`src/rtl/smr_pkg.sv`:
```
// Constants and carrier types shared by the supply monitor two block.
// Function
// RULE1: Compare status readable only with both enables set and start-up delay elapsed.
// RULE2: Software enables common, then detector two, waits, then configures in order.
// RULE3: Two-bit field in monitor two control selects the filter sampling clock.
// RULE4: Filter-disable bit 0 runs the digital filter, 1 bypasses it.
// RULE5: Action-select 0 raises the interrupt, 1 raises the monitor two reset.
// RULE6: Software sets timing-select to 1 when the reset action is chosen.
// RULE7: Software starts the low-speed oscillator before enabling a filtered request.
// RULE8: Software waits three sampling clocks before request enable when filtering.
// RULE9: Interrupt or reset is issued only while the request enable bit is 1.
// RULE10: While request enable is 0, select, filter and action fields load together.
// RULE11: No interrupt for a crossing seen while request enable is still 0.
// RULE12: Detect flag sets for crossings before request enable, without an interrupt.
// RULE13: Software reads or clears the detect flag after enabling the request.
// RULE14: Detect flag marks a threshold passage and is cleared by writing 0.
// RULE15: Software disables the filter when using monitor two to leave stop mode.
// RULE16: A monitor two reset sets the reset cause bit to 1.
// RULE17: Supply monitor interrupts are non-maskable.
// RULE18: Watchdog, oscillator, monitor one and two interrupts share one vector.
// RULE19: Handler reads each detect flag, then writes 0 to the monitor flags.
// RULE20: With both enables set the main supply is watched for threshold passage.
// RULE21: Filtered comparator change accepted after three equal consecutive samples.
`default_nettype none

package smr_pkg;

	// ----------------------------------------
	// Register map, byte addresses
	// ----------------------------------------
	localparam logic [4:0] OFS_MONITOR_ENABLE  = 5'h00;
	localparam logic [4:0] OFS_DETECTOR_ENABLE = 5'h04;
	localparam logic [4:0] OFS_DETECTOR_STATUS = 5'h08;
	localparam logic [4:0] OFS_MONITOR_TWO_CTL = 5'h0C;
	localparam logic [4:0] OFS_RESET_CAUSE     = 5'h10;
	localparam logic [4:0] OFS_CLOCK_CTL_ONE   = 5'h14;

	// ----------------------------------------
	// Field positions
	// ----------------------------------------
	localparam int POS_COMMON_EN  = 0;
	localparam int POS_DET_TWO_EN = 0;
	localparam int POS_CMP_STATUS = 0;
	localparam int POS_REQ_EN     = 0;
	localparam int POS_FILT_DIS   = 1;
	localparam int POS_DET_FLAG   = 2;
	localparam int POS_CLK_SEL_LO = 4;
	localparam int POS_CLK_SEL_HI = 5;
	localparam int POS_ACTION     = 6;
	localparam int POS_TIMING     = 7;
	localparam int POS_RST_CAUSE  = 0;
	localparam int POS_OSC_STOP   = 0;

	// ----------------------------------------
	// Reset values
	// ----------------------------------------
	localparam logic       RST_OSC_STOP = 1'h0;
	localparam logic       RST_FILT_DIS = 1'h1;
	localparam logic [1:0] RST_CLK_SEL  = 2'h0;

	// ----------------------------------------
	// Timing
	// ----------------------------------------
	localparam int CLK_PERIOD_NS      = 25;
	localparam int STARTUP_DELAY_NS   = 100000;
	localparam int STARTUP_DELAY_CYC  =
		(STARTUP_DELAY_NS + CLK_PERIOD_NS - 1) / CLK_PERIOD_NS;
	localparam int FILTER_SAMPLES     = 3;
	localparam int DIV_BITS           = 3;

	// ----------------------------------------
	// Carrier types
	// ----------------------------------------
	typedef struct packed {
		logic       timing_sel;
		logic       action_sel;
		logic [1:0] clk_sel;
		logic       detect_flag;
		logic       filter_dis;
		logic       req_en;
	} smr_ctrl_type;

	typedef enum logic [1:0] {
		DET_OFF,
		DET_WARM,
		DET_ON
	} smr_phase_type;

endpackage

`default_nettype wire

```
`src/rtl/smr_sample_div.sv`:
```
// Sampling clock divider for the digital filter, fed by low-speed oscillator ticks.
`default_nettype none

module smr_sample_div (
	input  wire logic       mclk,
	input  wire logic       rstn,
	input  wire logic       osc_tick,
	input  wire logic       osc_run,
	input  wire logic [1:0] clk_sel,
	output logic            sample_tick
);

	typedef struct packed {
		logic [smr_pkg::DIV_BITS-1:0] cnt;
		logic                         tick;
	} smr_div_type;

	smr_div_type st;
	smr_div_type next_st;
	logic [smr_pkg::DIV_BITS-1:0] mask;

	always_comb begin
		next_st = st;
		mask = smr_pkg::DIV_BITS'((4'h1 << clk_sel) - 4'h1);
		next_st.tick = 1'b0;
		if (osc_tick && osc_run) begin // [RULE3]
			next_st.cnt = st.cnt + 3'h1;
			next_st.tick = ((st.cnt & mask) == mask);
		end
	end

	always_ff @(posedge mclk) begin
		if (!rstn) begin
			st <= '0;
		end else begin
			st <= next_st;
		end
	end

	assign sample_tick = st.tick;

endmodule

`default_nettype wire

```
`src/rtl/smr_filter.sv`:
```
// Digital noise filter: a level passes after three equal samples, or at once when bypassed.
`default_nettype none

module smr_filter (
	input  wire logic mclk,
	input  wire logic rstn,
	input  wire logic raw,
	input  wire logic sample_tick,
	input  wire logic bypass,
	output logic      level
);

	typedef struct packed {
		logic [smr_pkg::FILTER_SAMPLES-1:0] smp;
		logic                               lvl;
	} smr_filt_type;

	smr_filt_type st;
	smr_filt_type next_st;
	logic [smr_pkg::FILTER_SAMPLES-1:0] shifted;

	always_comb begin
		next_st = st;
		shifted = {st.smp[smr_pkg::FILTER_SAMPLES-2:0], raw};
		if (bypass) begin // [RULE4]
			next_st.lvl = raw;
			next_st.smp = {smr_pkg::FILTER_SAMPLES{raw}};
		end else if (sample_tick) begin
			next_st.smp = shifted;
			if (&shifted) begin // [RULE21]
				next_st.lvl = 1'b1;
			end else if (~|shifted) begin
				next_st.lvl = 1'b0;
			end
		end
	end

	always_ff @(posedge mclk) begin
		if (!rstn) begin
			st <= '0;
		end else begin
			st <= next_st;
		end
	end

	assign level = st.lvl;

endmodule

`default_nettype wire

```
`src/rtl/smr_top.sv`:
```
// Supply monitor two: enables, filter, detect flag, non-maskable interrupt and reset request.
`default_nettype none

module smr_top #(
	parameter int STARTUP_CYC = smr_pkg::STARTUP_DELAY_CYC
) (
	input  wire logic        mclk,
	input  wire logic        rstn,
	input  wire logic [4:0]  avs_address,
	input  wire logic        avs_read,
	input  wire logic        avs_write,
	input  wire logic [31:0] avs_writedata,
	input  wire logic [3:0]  avs_byteenable,
	output logic [31:0]      avs_readdata,
	output logic             avs_waitrequest,
	input  wire logic        cmp_above,
	input  wire logic        osc_tick,
	input  wire logic        wdt_irq,
	input  wire logic        osc_det_irq,
	input  wire logic        mon_one_irq,
	output logic             shared_nmi,
	output logic             mon_two_nmi,
	output logic             mon_two_reset_req,
	output logic             osc_enable
);

	// ----------------------------------------
	// Elaboration checks
	// ----------------------------------------
	if (STARTUP_CYC < 1 || STARTUP_CYC > 65535) begin : g_bad_startup
		$error("STARTUP_CYC out of range");
	end
	if (smr_pkg::FILTER_SAMPLES < 2) begin : g_bad_samples
		$error("FILTER_SAMPLES below two");
	end
	if (smr_pkg::DIV_BITS < 3) begin : g_bad_divider
		$error("DIV_BITS cannot reach the slowest sampling clock");
	end

	// ----------------------------------------
	// State
	// ----------------------------------------
	typedef struct packed {
		logic                  wait_req;
		logic [7:0]            rdata;
		logic                  common_en;
		logic                  det_two_en;
		smr_pkg::smr_ctrl_type ctrl;
		logic                  osc_stop;
		logic                  osc_on;
		logic                  rst_cause;
		smr_pkg::smr_phase_type phase;
		logic [15:0]           cnt;
		logic                  status;
		logic                  prev;
		logic                  nmi;
		logic                  rst_req;
		logic                  vec;
	} smr_top_state_type;

	smr_top_state_type st;
	smr_top_state_type next_st;

	// ----------------------------------------
	// Reset value
	// ----------------------------------------
	localparam smr_top_state_type ST_RESET = '{
		wait_req:   1'b1,
		rdata:      8'h00,
		common_en:  1'b0,
		det_two_en: 1'b0,
		ctrl:       '{
			timing_sel:  1'b0,
			action_sel:  1'b0,
			clk_sel:     smr_pkg::RST_CLK_SEL,
			detect_flag: 1'b0,
			filter_dis:  smr_pkg::RST_FILT_DIS,
			req_en:      1'b0
		},
		osc_stop:   smr_pkg::RST_OSC_STOP,
		osc_on:     !smr_pkg::RST_OSC_STOP,
		rst_cause:  1'b0,
		phase:      smr_pkg::DET_OFF,
		cnt:        16'h0000,
		status:     1'b0,
		prev:       1'b0,
		nmi:        1'b0,
		rst_req:    1'b0,
		vec:        1'b0
	};

	logic       filt_level;
	logic       sample_tick;
	logic       wr_ok;
	logic       rd_ok;
	logic [7:0] wd;
	logic       enabled;
	logic       rise;
	logic       fall;
	logic       hit;

	// ----------------------------------------
	// Filter path
	// ----------------------------------------
	smr_sample_div u_div (
		.mclk        (mclk),
		.rstn        (rstn),
		.osc_tick    (osc_tick),
		.osc_run     (!st.osc_stop),
		.clk_sel     (st.ctrl.clk_sel),
		.sample_tick (sample_tick)
	);

	smr_filter u_filt (
		.mclk        (mclk),
		.rstn        (rstn),
		.raw         (cmp_above),
		.sample_tick (sample_tick),
		.bypass      (st.ctrl.filter_dis),
		.level       (filt_level)
	);

	// ----------------------------------------
	// Next state
	// ----------------------------------------
	always_comb begin
		next_st = st;
		wd = avs_writedata[7:0];
		wr_ok = avs_write && !st.wait_req && avs_byteenable[0];
		rd_ok = avs_read && st.wait_req;
		enabled = st.common_en && st.det_two_en; // [RULE20]
		rise = 1'b0;
		fall = 1'b0;
		hit = 1'b0;

		// One wait state per access, then a single-cycle acknowledge.
		next_st.wait_req = !((avs_read || avs_write) && st.wait_req);

		// ----------------------------------------
		// Detector start-up sequencing
		// ----------------------------------------
		case (st.phase)
			smr_pkg::DET_OFF: begin
				next_st.cnt = '0;
				if (enabled) begin
					next_st.phase = smr_pkg::DET_WARM;
				end
			end
			smr_pkg::DET_WARM: begin
				next_st.cnt = st.cnt + 16'h1;
				if (!enabled) begin
					next_st.phase = smr_pkg::DET_OFF;
				end else if (st.cnt >= 16'(STARTUP_CYC - 1)) begin // [RULE1]
					next_st.phase = smr_pkg::DET_ON;
				end
			end
			smr_pkg::DET_ON: begin
				if (!enabled) begin
					next_st.phase = smr_pkg::DET_OFF;
				end
			end
			default: begin
				next_st.phase = smr_pkg::DET_OFF;
			end
		endcase

		// ----------------------------------------
		// Threshold passage detection on the filtered level
		// ----------------------------------------
		next_st.nmi = 1'b0;
		next_st.rst_req = 1'b0;
		if (st.phase == smr_pkg::DET_ON) begin
			next_st.status = filt_level; // [RULE1]
			next_st.prev = filt_level;
			rise = filt_level && !st.prev; // [RULE20]
			fall = !filt_level && st.prev;
			hit = st.ctrl.timing_sel ? fall : rise;
		end else begin
			next_st.status = 1'b0;
			// Previous level follows while inactive, so enabling raises no false passage.
			next_st.prev = filt_level;
		end

		// ----------------------------------------
		// Register writes
		// ----------------------------------------
		if (wr_ok) begin
			case (avs_address)
				smr_pkg::OFS_MONITOR_ENABLE: begin
					next_st.common_en = wd[smr_pkg::POS_COMMON_EN];
				end
				smr_pkg::OFS_DETECTOR_ENABLE: begin
					next_st.det_two_en = wd[smr_pkg::POS_DET_TWO_EN];
				end
				smr_pkg::OFS_MONITOR_TWO_CTL: begin
					next_st.ctrl.req_en = wd[smr_pkg::POS_REQ_EN];
					if (!wd[smr_pkg::POS_DET_FLAG]) begin // [RULE14]
						next_st.ctrl.detect_flag = 1'b0;
					end
					// Fields are frozen while requests are live to avoid glitching the path.
					if (!st.ctrl.req_en) begin // [RULE10]
						next_st.ctrl.filter_dis = wd[smr_pkg::POS_FILT_DIS];
						next_st.ctrl.clk_sel = {wd[smr_pkg::POS_CLK_SEL_HI],
							wd[smr_pkg::POS_CLK_SEL_LO]};
						next_st.ctrl.action_sel = wd[smr_pkg::POS_ACTION];
						next_st.ctrl.timing_sel = wd[smr_pkg::POS_TIMING];
					end
				end
				smr_pkg::OFS_RESET_CAUSE: begin
					if (!wd[smr_pkg::POS_RST_CAUSE]) begin
						next_st.rst_cause = 1'b0;
					end
				end
				smr_pkg::OFS_CLOCK_CTL_ONE: begin
					next_st.osc_stop = wd[smr_pkg::POS_OSC_STOP];
				end
				default: begin
				end
			endcase
		end

		// The pin enable is a flop of its own, so the output carries no inverter.
		next_st.osc_on = !next_st.osc_stop;

		// ----------------------------------------
		// Request generation
		// ----------------------------------------
		// Hardware set wins over a software clear in the same cycle.
		if (hit) begin
			next_st.ctrl.detect_flag = 1'b1; // [RULE12] [RULE14]
			if (st.ctrl.req_en) begin // [RULE9] [RULE11]
				if (st.ctrl.action_sel) begin // [RULE5]
					next_st.rst_req = 1'b1;
					next_st.rst_cause = 1'b1; // [RULE16]
				end else begin
					next_st.nmi = 1'b1;
				end
			end
		end

		// Shared vector carries no mask: nothing in this block can block it.
		next_st.vec = next_st.nmi || wdt_irq || osc_det_irq || mon_one_irq; // [RULE17] [RULE18]

		// ----------------------------------------
		// Register reads
		// ----------------------------------------
		if (rd_ok) begin
			next_st.rdata = 8'h00;
			case (avs_address)
				smr_pkg::OFS_MONITOR_ENABLE: begin
					next_st.rdata[smr_pkg::POS_COMMON_EN] = st.common_en;
				end
				smr_pkg::OFS_DETECTOR_ENABLE: begin
					next_st.rdata[smr_pkg::POS_DET_TWO_EN] = st.det_two_en;
				end
				smr_pkg::OFS_DETECTOR_STATUS: begin
					// Status drops at once with either enable, before the phase falls back.
					next_st.rdata[smr_pkg::POS_CMP_STATUS] = st.status && enabled; // [RULE1]
				end
				smr_pkg::OFS_MONITOR_TWO_CTL: begin
					next_st.rdata[smr_pkg::POS_REQ_EN] = st.ctrl.req_en;
					next_st.rdata[smr_pkg::POS_FILT_DIS] = st.ctrl.filter_dis;
					next_st.rdata[smr_pkg::POS_DET_FLAG] = st.ctrl.detect_flag;
					next_st.rdata[smr_pkg::POS_CLK_SEL_LO] = st.ctrl.clk_sel[0];
					next_st.rdata[smr_pkg::POS_CLK_SEL_HI] = st.ctrl.clk_sel[1];
					next_st.rdata[smr_pkg::POS_ACTION] = st.ctrl.action_sel;
					next_st.rdata[smr_pkg::POS_TIMING] = st.ctrl.timing_sel;
				end
				smr_pkg::OFS_RESET_CAUSE: begin
					next_st.rdata[smr_pkg::POS_RST_CAUSE] = st.rst_cause;
				end
				smr_pkg::OFS_CLOCK_CTL_ONE: begin
					next_st.rdata[smr_pkg::POS_OSC_STOP] = st.osc_stop;
				end
				default: begin
				end
			endcase
		end
	end

	// ----------------------------------------
	// Registers
	// ----------------------------------------
	always_ff @(posedge mclk) begin
		if (!rstn) begin
			st <= ST_RESET;
		end else begin
			st <= next_st;
		end
	end

	// ----------------------------------------
	// Outputs
	// ----------------------------------------
	assign avs_readdata = {24'h000000, st.rdata};
	assign avs_waitrequest = st.wait_req;
	assign shared_nmi = st.vec;
	assign mon_two_nmi = st.nmi;
	assign mon_two_reset_req = st.rst_req;
	assign osc_enable = st.osc_on;

endmodule

`default_nettype wire

```
`config.mk`:
```
export PLATFORM = sky130hd
export DESIGN_NAME = smr_top
export DESIGN_NICKNAME = d
export VERILOG_FILES = /design/src/rtl/smr_pkg.sv /design/src/rtl/smr_sample_div.sv /design/src/rtl/smr_filter.sv /design/src/rtl/smr_top.sv
export SDC_FILE = /design/constraint.sdc
export NUM_CORES = 1
export LEC_CHECK = 0
export BUFFER_PORTS_ARGS = -buffer_cell sky130_fd_sc_hd__buf_4
export CAP_MARGIN = 5
export CORE_MARGIN = 1.5
export CORE_UTILIZATION = 50
export DETAILED_ROUTE_END_ITERATION = 7
export PLACE_DENSITY_LB_ADDON = 0.3
export SLEW_MARGIN = 20
export SYNTH_ARGS = -nofsm -noshare
export SYNTH_HDL_FRONTEND = slang
export SYNTH_SLANG_ARGS = --single-unit
```
`constraint.sdc`:
```
create_clock -name mclk -period 3.65 [get_ports mclk]
set_clock_uncertainty 0.15 [all_clocks]
set_input_delay 0.73 -clock mclk [delete_from_list [all_inputs] [get_ports mclk]]
set_output_delay 0.73 -clock mclk [all_outputs]
set_load 0.005 [all_outputs]
```
# ---- After elaboration in Yosys (flattened, before gate mapping)
# Cells that the tools add are included.
dict set report op_classes {
  n_eq_ne 13
  bitwise_logic 2
  div_mod_pow 0
  order_cmp 1
  n_mul 0
  shift 1
  n_addsub 3
  reduce_logical 37
  mux 31
}
# cell n
set ops {}
lappend ops {{one-hot mux 16 bit (2 select lines)} 1}
lappend ops {{adder 16 x 1 -> 16 bit (second input constant)} 1}
lappend ops {{greater-or-equal comparator 16 x 12 -> 1 bit (second input constant)} 1}
lappend ops {{two-way mux 1 bit} 16}
lappend ops {{AND reduction 3 bit} 5}
lappend ops {{two-way mux 2 bit} 7}
lappend ops {{AND reduction 2 bit} 6}
lappend ops {{== test 5 x 4 -> 1 bit (second input constant)} 2}
lappend ops {{== test 5 bit (second input constant)} 2}
lappend ops {{logical AND 1 bit} 9}
lappend ops {{two-way mux 3 bit} 3}
lappend ops {{two-way mux 4 bit} 2}
lappend ops {{nonzero test 2 bit} 4}
lappend ops {{zero test 1 bit} 6}
lappend ops {{one-hot mux 1 bit (6 select lines)} 1}
lappend ops {{one-hot mux 2 bit (3 select lines)} 1}
lappend ops {{== test 5 x 3 -> 1 bit (second input constant)} 1}
lappend ops {{zero test 5 bit} 1}
lappend ops {{logical OR 1 bit} 4}
lappend ops {{inequality test 2 bit (second input constant)} 2}
lappend ops {{adder 3 x 1 -> 3 bit (second input constant)} 1}
lappend ops {{AND 3 bit} 1}
lappend ops {{== test 3 bit} 1}
lappend ops {{inequality test 3 x 2 -> 1 bit (second input constant)} 1}
lappend ops {{9 further kinds} 9}
dict set report totals {
  mem_bits_ro 0
  input_bits 50
  register_bits 50
  output_inout_bits 37
  elab_cells 112
  latchBits 0
  ram_bits 0
  n_memories 0
}

# ---- Longest topological paths before layout
dict set report logic_depth {
  ltp_word 8
  depth_mapped 5
  depth_no_buf 5
}

# ---- Hierarchy
# Synthesis repeated with hierarchy kept, for this count alone.
dict set report hier_totals {
  hier_cells 283
  area_unflattened_um2 2541.2
}
# mod cells_per_inst area_each_um2 seq_area_each_um2 instances
set by_module_without_submodules {}
lappend by_module_without_submodules {smr_top 249 2229.6 860.8 1}
lappend by_module_without_submodules {smr_sample_div 19 173.9 80.1 1}
lappend by_module_without_submodules {smr_filter 15 137.6 60.1 1}

# ---- Worst setup path after synthesis
# Ideal clock, no wire load.
dict set report synth_timing {
  kind {input -> register}
  from {input avs_address[1]}
  to {register st[27] in the netlist's numbering}
  t_arrival_ns 1.913
  n_path_buf 1
  setup_slack_ns 1.460
  required_ns 3.373
  path_stages 5
  setup_time_ns 0.127
  path_cell_list {or4b_1 > buf_2 > nor3_4 > mux2i_1 > nand2_1}
}
dict set report synth_via {
  elab_chain_len 2
}
# element line
set synth_lines {}
lappend synth_lines {{from (decl)} smr_top.sv:9} ;# input wire logic [4:0] avs_address,
lappend synth_lines {{== test 5 x 4 -> 1 bit} smr_top.sv:188} ;# case (avs_address)
lappend synth_lines {{AND reduction 3 bit (no source line)} -}
lappend synth_lines {{to (signal assigned)} smr_top.sv:288} ;# st <= next_st;
lappend synth_lines {{to (decl)} smr_top.sv:61} ;# smr_top_state_type st;
# Every way passes these cells.
# A chain may end at the register's enable or synchronous reset.

# ---- Worst setup path in the final report
# Same ends and word-level chain as after synthesis.

==> impl_metrics.csv <==
group,metric,value,unit
timing,fin_crit_sh,0.6027,
grt,busiest_layer,"met2",
worst_setup_path,start_kind,"primary input",
yosys,synth_seq_area_share,0.4126,
grt,grtUsageMet2,0.2732,
grt,grt_max_degree,43,
grt,gr-usage-met1,0.2228,
yosys,synth_top_family_by_area,"simple AND/OR/NAND/NOR gates",
yosys,syn_area,2426,sq um
worst_setup_path,cp.arrival,2.22,ns
clock_network,numCtsBuffers,5,
timing,period_minus_slack,2.200,ns
worst_setup_path,reg2regPathDepth,4,
yosys,avgSynthCellArea,8.696,sq um
yosys,synth_edf_count,0,
yosys,ys.flop_type,"dfxtp_1",
floorplan,die_w,72.66,um
worst_setup_path,crit_path_cell_trace,"buf_4 > or4b_1 > nor3_4 > mux2i_1 > nand2_1",
min_path,min_to,"mon_two_nmi",
clock_network,hold_buffers,0,
drt,wl,4260,um
place,portBuffers,33,
worst_setup_path,crit_path_top_delay_cell,"or4b_1",
yosys,async_flop_share,0,
min_path,holdCritPathClass,"flip-flop to flip-flop",
clock_network,clk_latency,0.29,ns
grt,grt_first_pass_wirelength,7113,um
timing,worst_slew_pin_slew,1.040,ns
yosys,synth_top_area_share,0.4126,
clock_network,clk_path_buf_depth,2,
worst_setup_path,r2r-end,"st[27]",
finish,areaGrowthSynthToFinish,8.767,%
clock_network,cts_sinks,50,
yosys,synthAdderAreaFrac,0.01031,
min_path,whs_path_depth,1,
finish,nets,352,
grt,gr-total-overflow,0,
outcome,status,"finished clean",
clock_network,cts_root_buf,"clkbuf_8",
clock_network,path_clk_slew,0.09,ns
drt,viasPerCell,5.254,
timing,rsz0062_at_grt,"false",
worst_setup_path,r2r-start,"avs_waitrequest",
floorplan,io-pin-count,87,
pwr,power_leakage,0.001007,uW
grt,grt.total_usage,0.1668,
finish,final_layout_size_suffix_gt1_frac,0.1429,
yosys,syn-instance-count,279,
finish,fillers,424,
worst_setup_path,cp_max_fo,9,
yosys,ys_ff_latch,50,
grt,grt_use_met3,0.03315,
drt,drt_iter0_markers,70,
timing,max_clock_freq,454.6,MHz
pwr,power,941.1,uW
finish,diodes,0,
yosys,synth_cell_type_count,46,
place,place_congestion,0.8530,
timing,slew_viol_final,0,
pwr,vdd_ir_drop_max,0.0001484,V
floorplan,num_rows,25,
place,post-dp-hpwl,3065,um
yosys,synth_area_leaders,"dfxtp_1, buf_4, nor2b_1",
worst_setup_path,endpoint_kind,"flip-flop",
drt,vias,1865,
floorplan,core-area,4692,sq um
drt,drc_errors,0,
worst_setup_path,reg2reg_slack,1.59,ns
floorplan,die_area,5279,sq um
pwr,powerDensity,356.6,nW/um^2
yosys,synth_xor_area_frac,0.05054,
drt,wl_per_cell,12.00,um
timing,finalSetupViolations,0,
clock_network,ctsResizeCount,0,
clock_network,cts_tree,"done",
drt,ant_nets,0,
worst_setup_path,crit_family,"simple AND/OR/NAND/NOR gates",
run,maxCapViolations,0,
floorplan,initial_core_util,0.5171,
finish,layout_commonest_cell,"dfxtp_1",
timing,slew_headroom,0.3018,
grt,grt_pass1_vias,1658,
worst_setup_path,slowest_delay,0.65,ns
timing,finalSetupTns,0,ns
timing,hold_viol,0,
worst_setup_path,required,3.67,ns
yosys,synthesis.yosys.warnings,0,
grt,grt_antenna_before_repair,0,
min_path,min_from,"st[31]",
yosys,synth_top_area_cell,"dfxtp_1",
worst_setup_path,crit_type,"primary input to flip-flop",
yosys,synth-simple-area-share,0.2558,
clock_network,htree_levels,2,
yosys,synth_mux_area_frac,0.03352,
floorplan,dieHeight,72.66,um
yosys,synth_compound_area_frac,0.1109,
worst_setup_path,crit_buf_inv,1,
clock_network,cts_setup_buffers,0,
drt,firstDrtPassIters,4,
finish,final_cell_mix,"dfxtp_1, buf_4, conb_1",
-- per-layer routing --
layer / up-vias / part of all wire
met2: 51 / 0.46
met5: - / 0
li1: 952 / -
met1: 857 / 0.49
met4: 0 / 0.012
met3: 5 / 0.039
-- area by class of cell --
class,count,area [sq um],area share
Tap cell,54,67.56,0.02560
Sequential cell,50,1001,0.3793
Inverter,5,18.77,0.007112
Multi-Input combinational cell,205,1212,0.4595
Timing Repair Buffer,33,247.7,0.09388
Clock buffer,7,86.33,0.03272
Clock inverter,1,5.005,0.001897
-- worst register-to-register path, cell delays in order, from the launching register on --
cell     delay [ns]
dfxtp_1        0.37
or4b_1         0.69
nor3_4         0.43
mux2i_1        0.23
nand2_1        0.06
-- worst max path at each step --
stage	startpoint	end	slack, ns	cells after the start
finish	avs_address[1]	st[27]	1.45	5
global route	avs_address[1]	st[27]	1.37	5
CTS	avs_address[1]	st[27]	1.44	5
detailed placement	avs_address[1]	st[27]	1.13	5
global placement	avs_address[1]	st[27]	1.16	5
floorplan	avs_address[1]	st[27]	1.46	5
-- Yosys cell counts, drive strengths merged (2+ instances only) --
| master | number |
|---|---|
| nor2b | 15 |
| nor4 | 3 |
| clkbuf | 9 |
| buf | 34 |
| inv | 5 |
| a21oi | 6 |
| a21boi | 2 |
| xor2 | 9 |
| nand4 | 6 |
| nand4b | 3 |
| o311ai | 2 |
| nand3 | 15 |
| nor3 | 5 |
| xnor2 | 5 |
| and2 | 6 |
| mux2i | 7 |
| a22oi | 6 |
| o31ai | 3 |
| nor3b | 2 |
| nand2b | 4 |
| nor2 | 19 |
| and3 | 3 |
| or3 | 3 |
| o21ai | 17 |
| nand2 | 21 |
| dfxtp | 50 |
| ha | 2 |
| and4 | 2 |
-- where the power goes --
part	switching, uW	internal (uW)
clock network	168	153
logic	31.7	29.4
registers	6.85	552
total	207	735
-- sequential cells by signal, summed over array words and instances (netlist names) --
| name | count |
|---|---|
| shared_nmi | 1 |
| u_filt.level | 1 |
| mon_two_nmi | 1 |
| avs_readdata | 7 |
| u_filt.shifted | 2 |
| avs_waitrequest | 1 |
| mon_two_reset_req | 1 |
| u_div.st | 3 |
| u_div.sample_tick | 1 |
| osc_enable | 1 |
| st | 31 |
-- logic make-up (layout without fill, tap and decap cells) --
kind of cell / count (synthesis) / in the layout
AOI/OAI and AO/OA: 43 / 43
buffers and inverters: 48 / 46
other: 1 / 25
and+or+nand+nor: 113 / 113
xor gates and xnor gates: 14 / 14
adders and majority gates: 2 / 2
muxes: 8 / 8
DFF: 50 / 50
-- metrics by stage --
step	utilization	worst slack [ns]	cells	instance area (sq um)	hold slack, ns
final	0.5624	1.450	355	2639	0.3376
after global routing	0.5624	1.374	355	2639	0.3604
after CTS	0.5624	1.443	355	2639	0.3420
after detailed placement	0.5429	1.127	347	2547	0.3200
after global placement	0.5429	1.155	347	2547	0.3165
after floorplan	-	1.460	303	2516	0.2848
No activity file was read; power rests on OpenSTA's default activity.
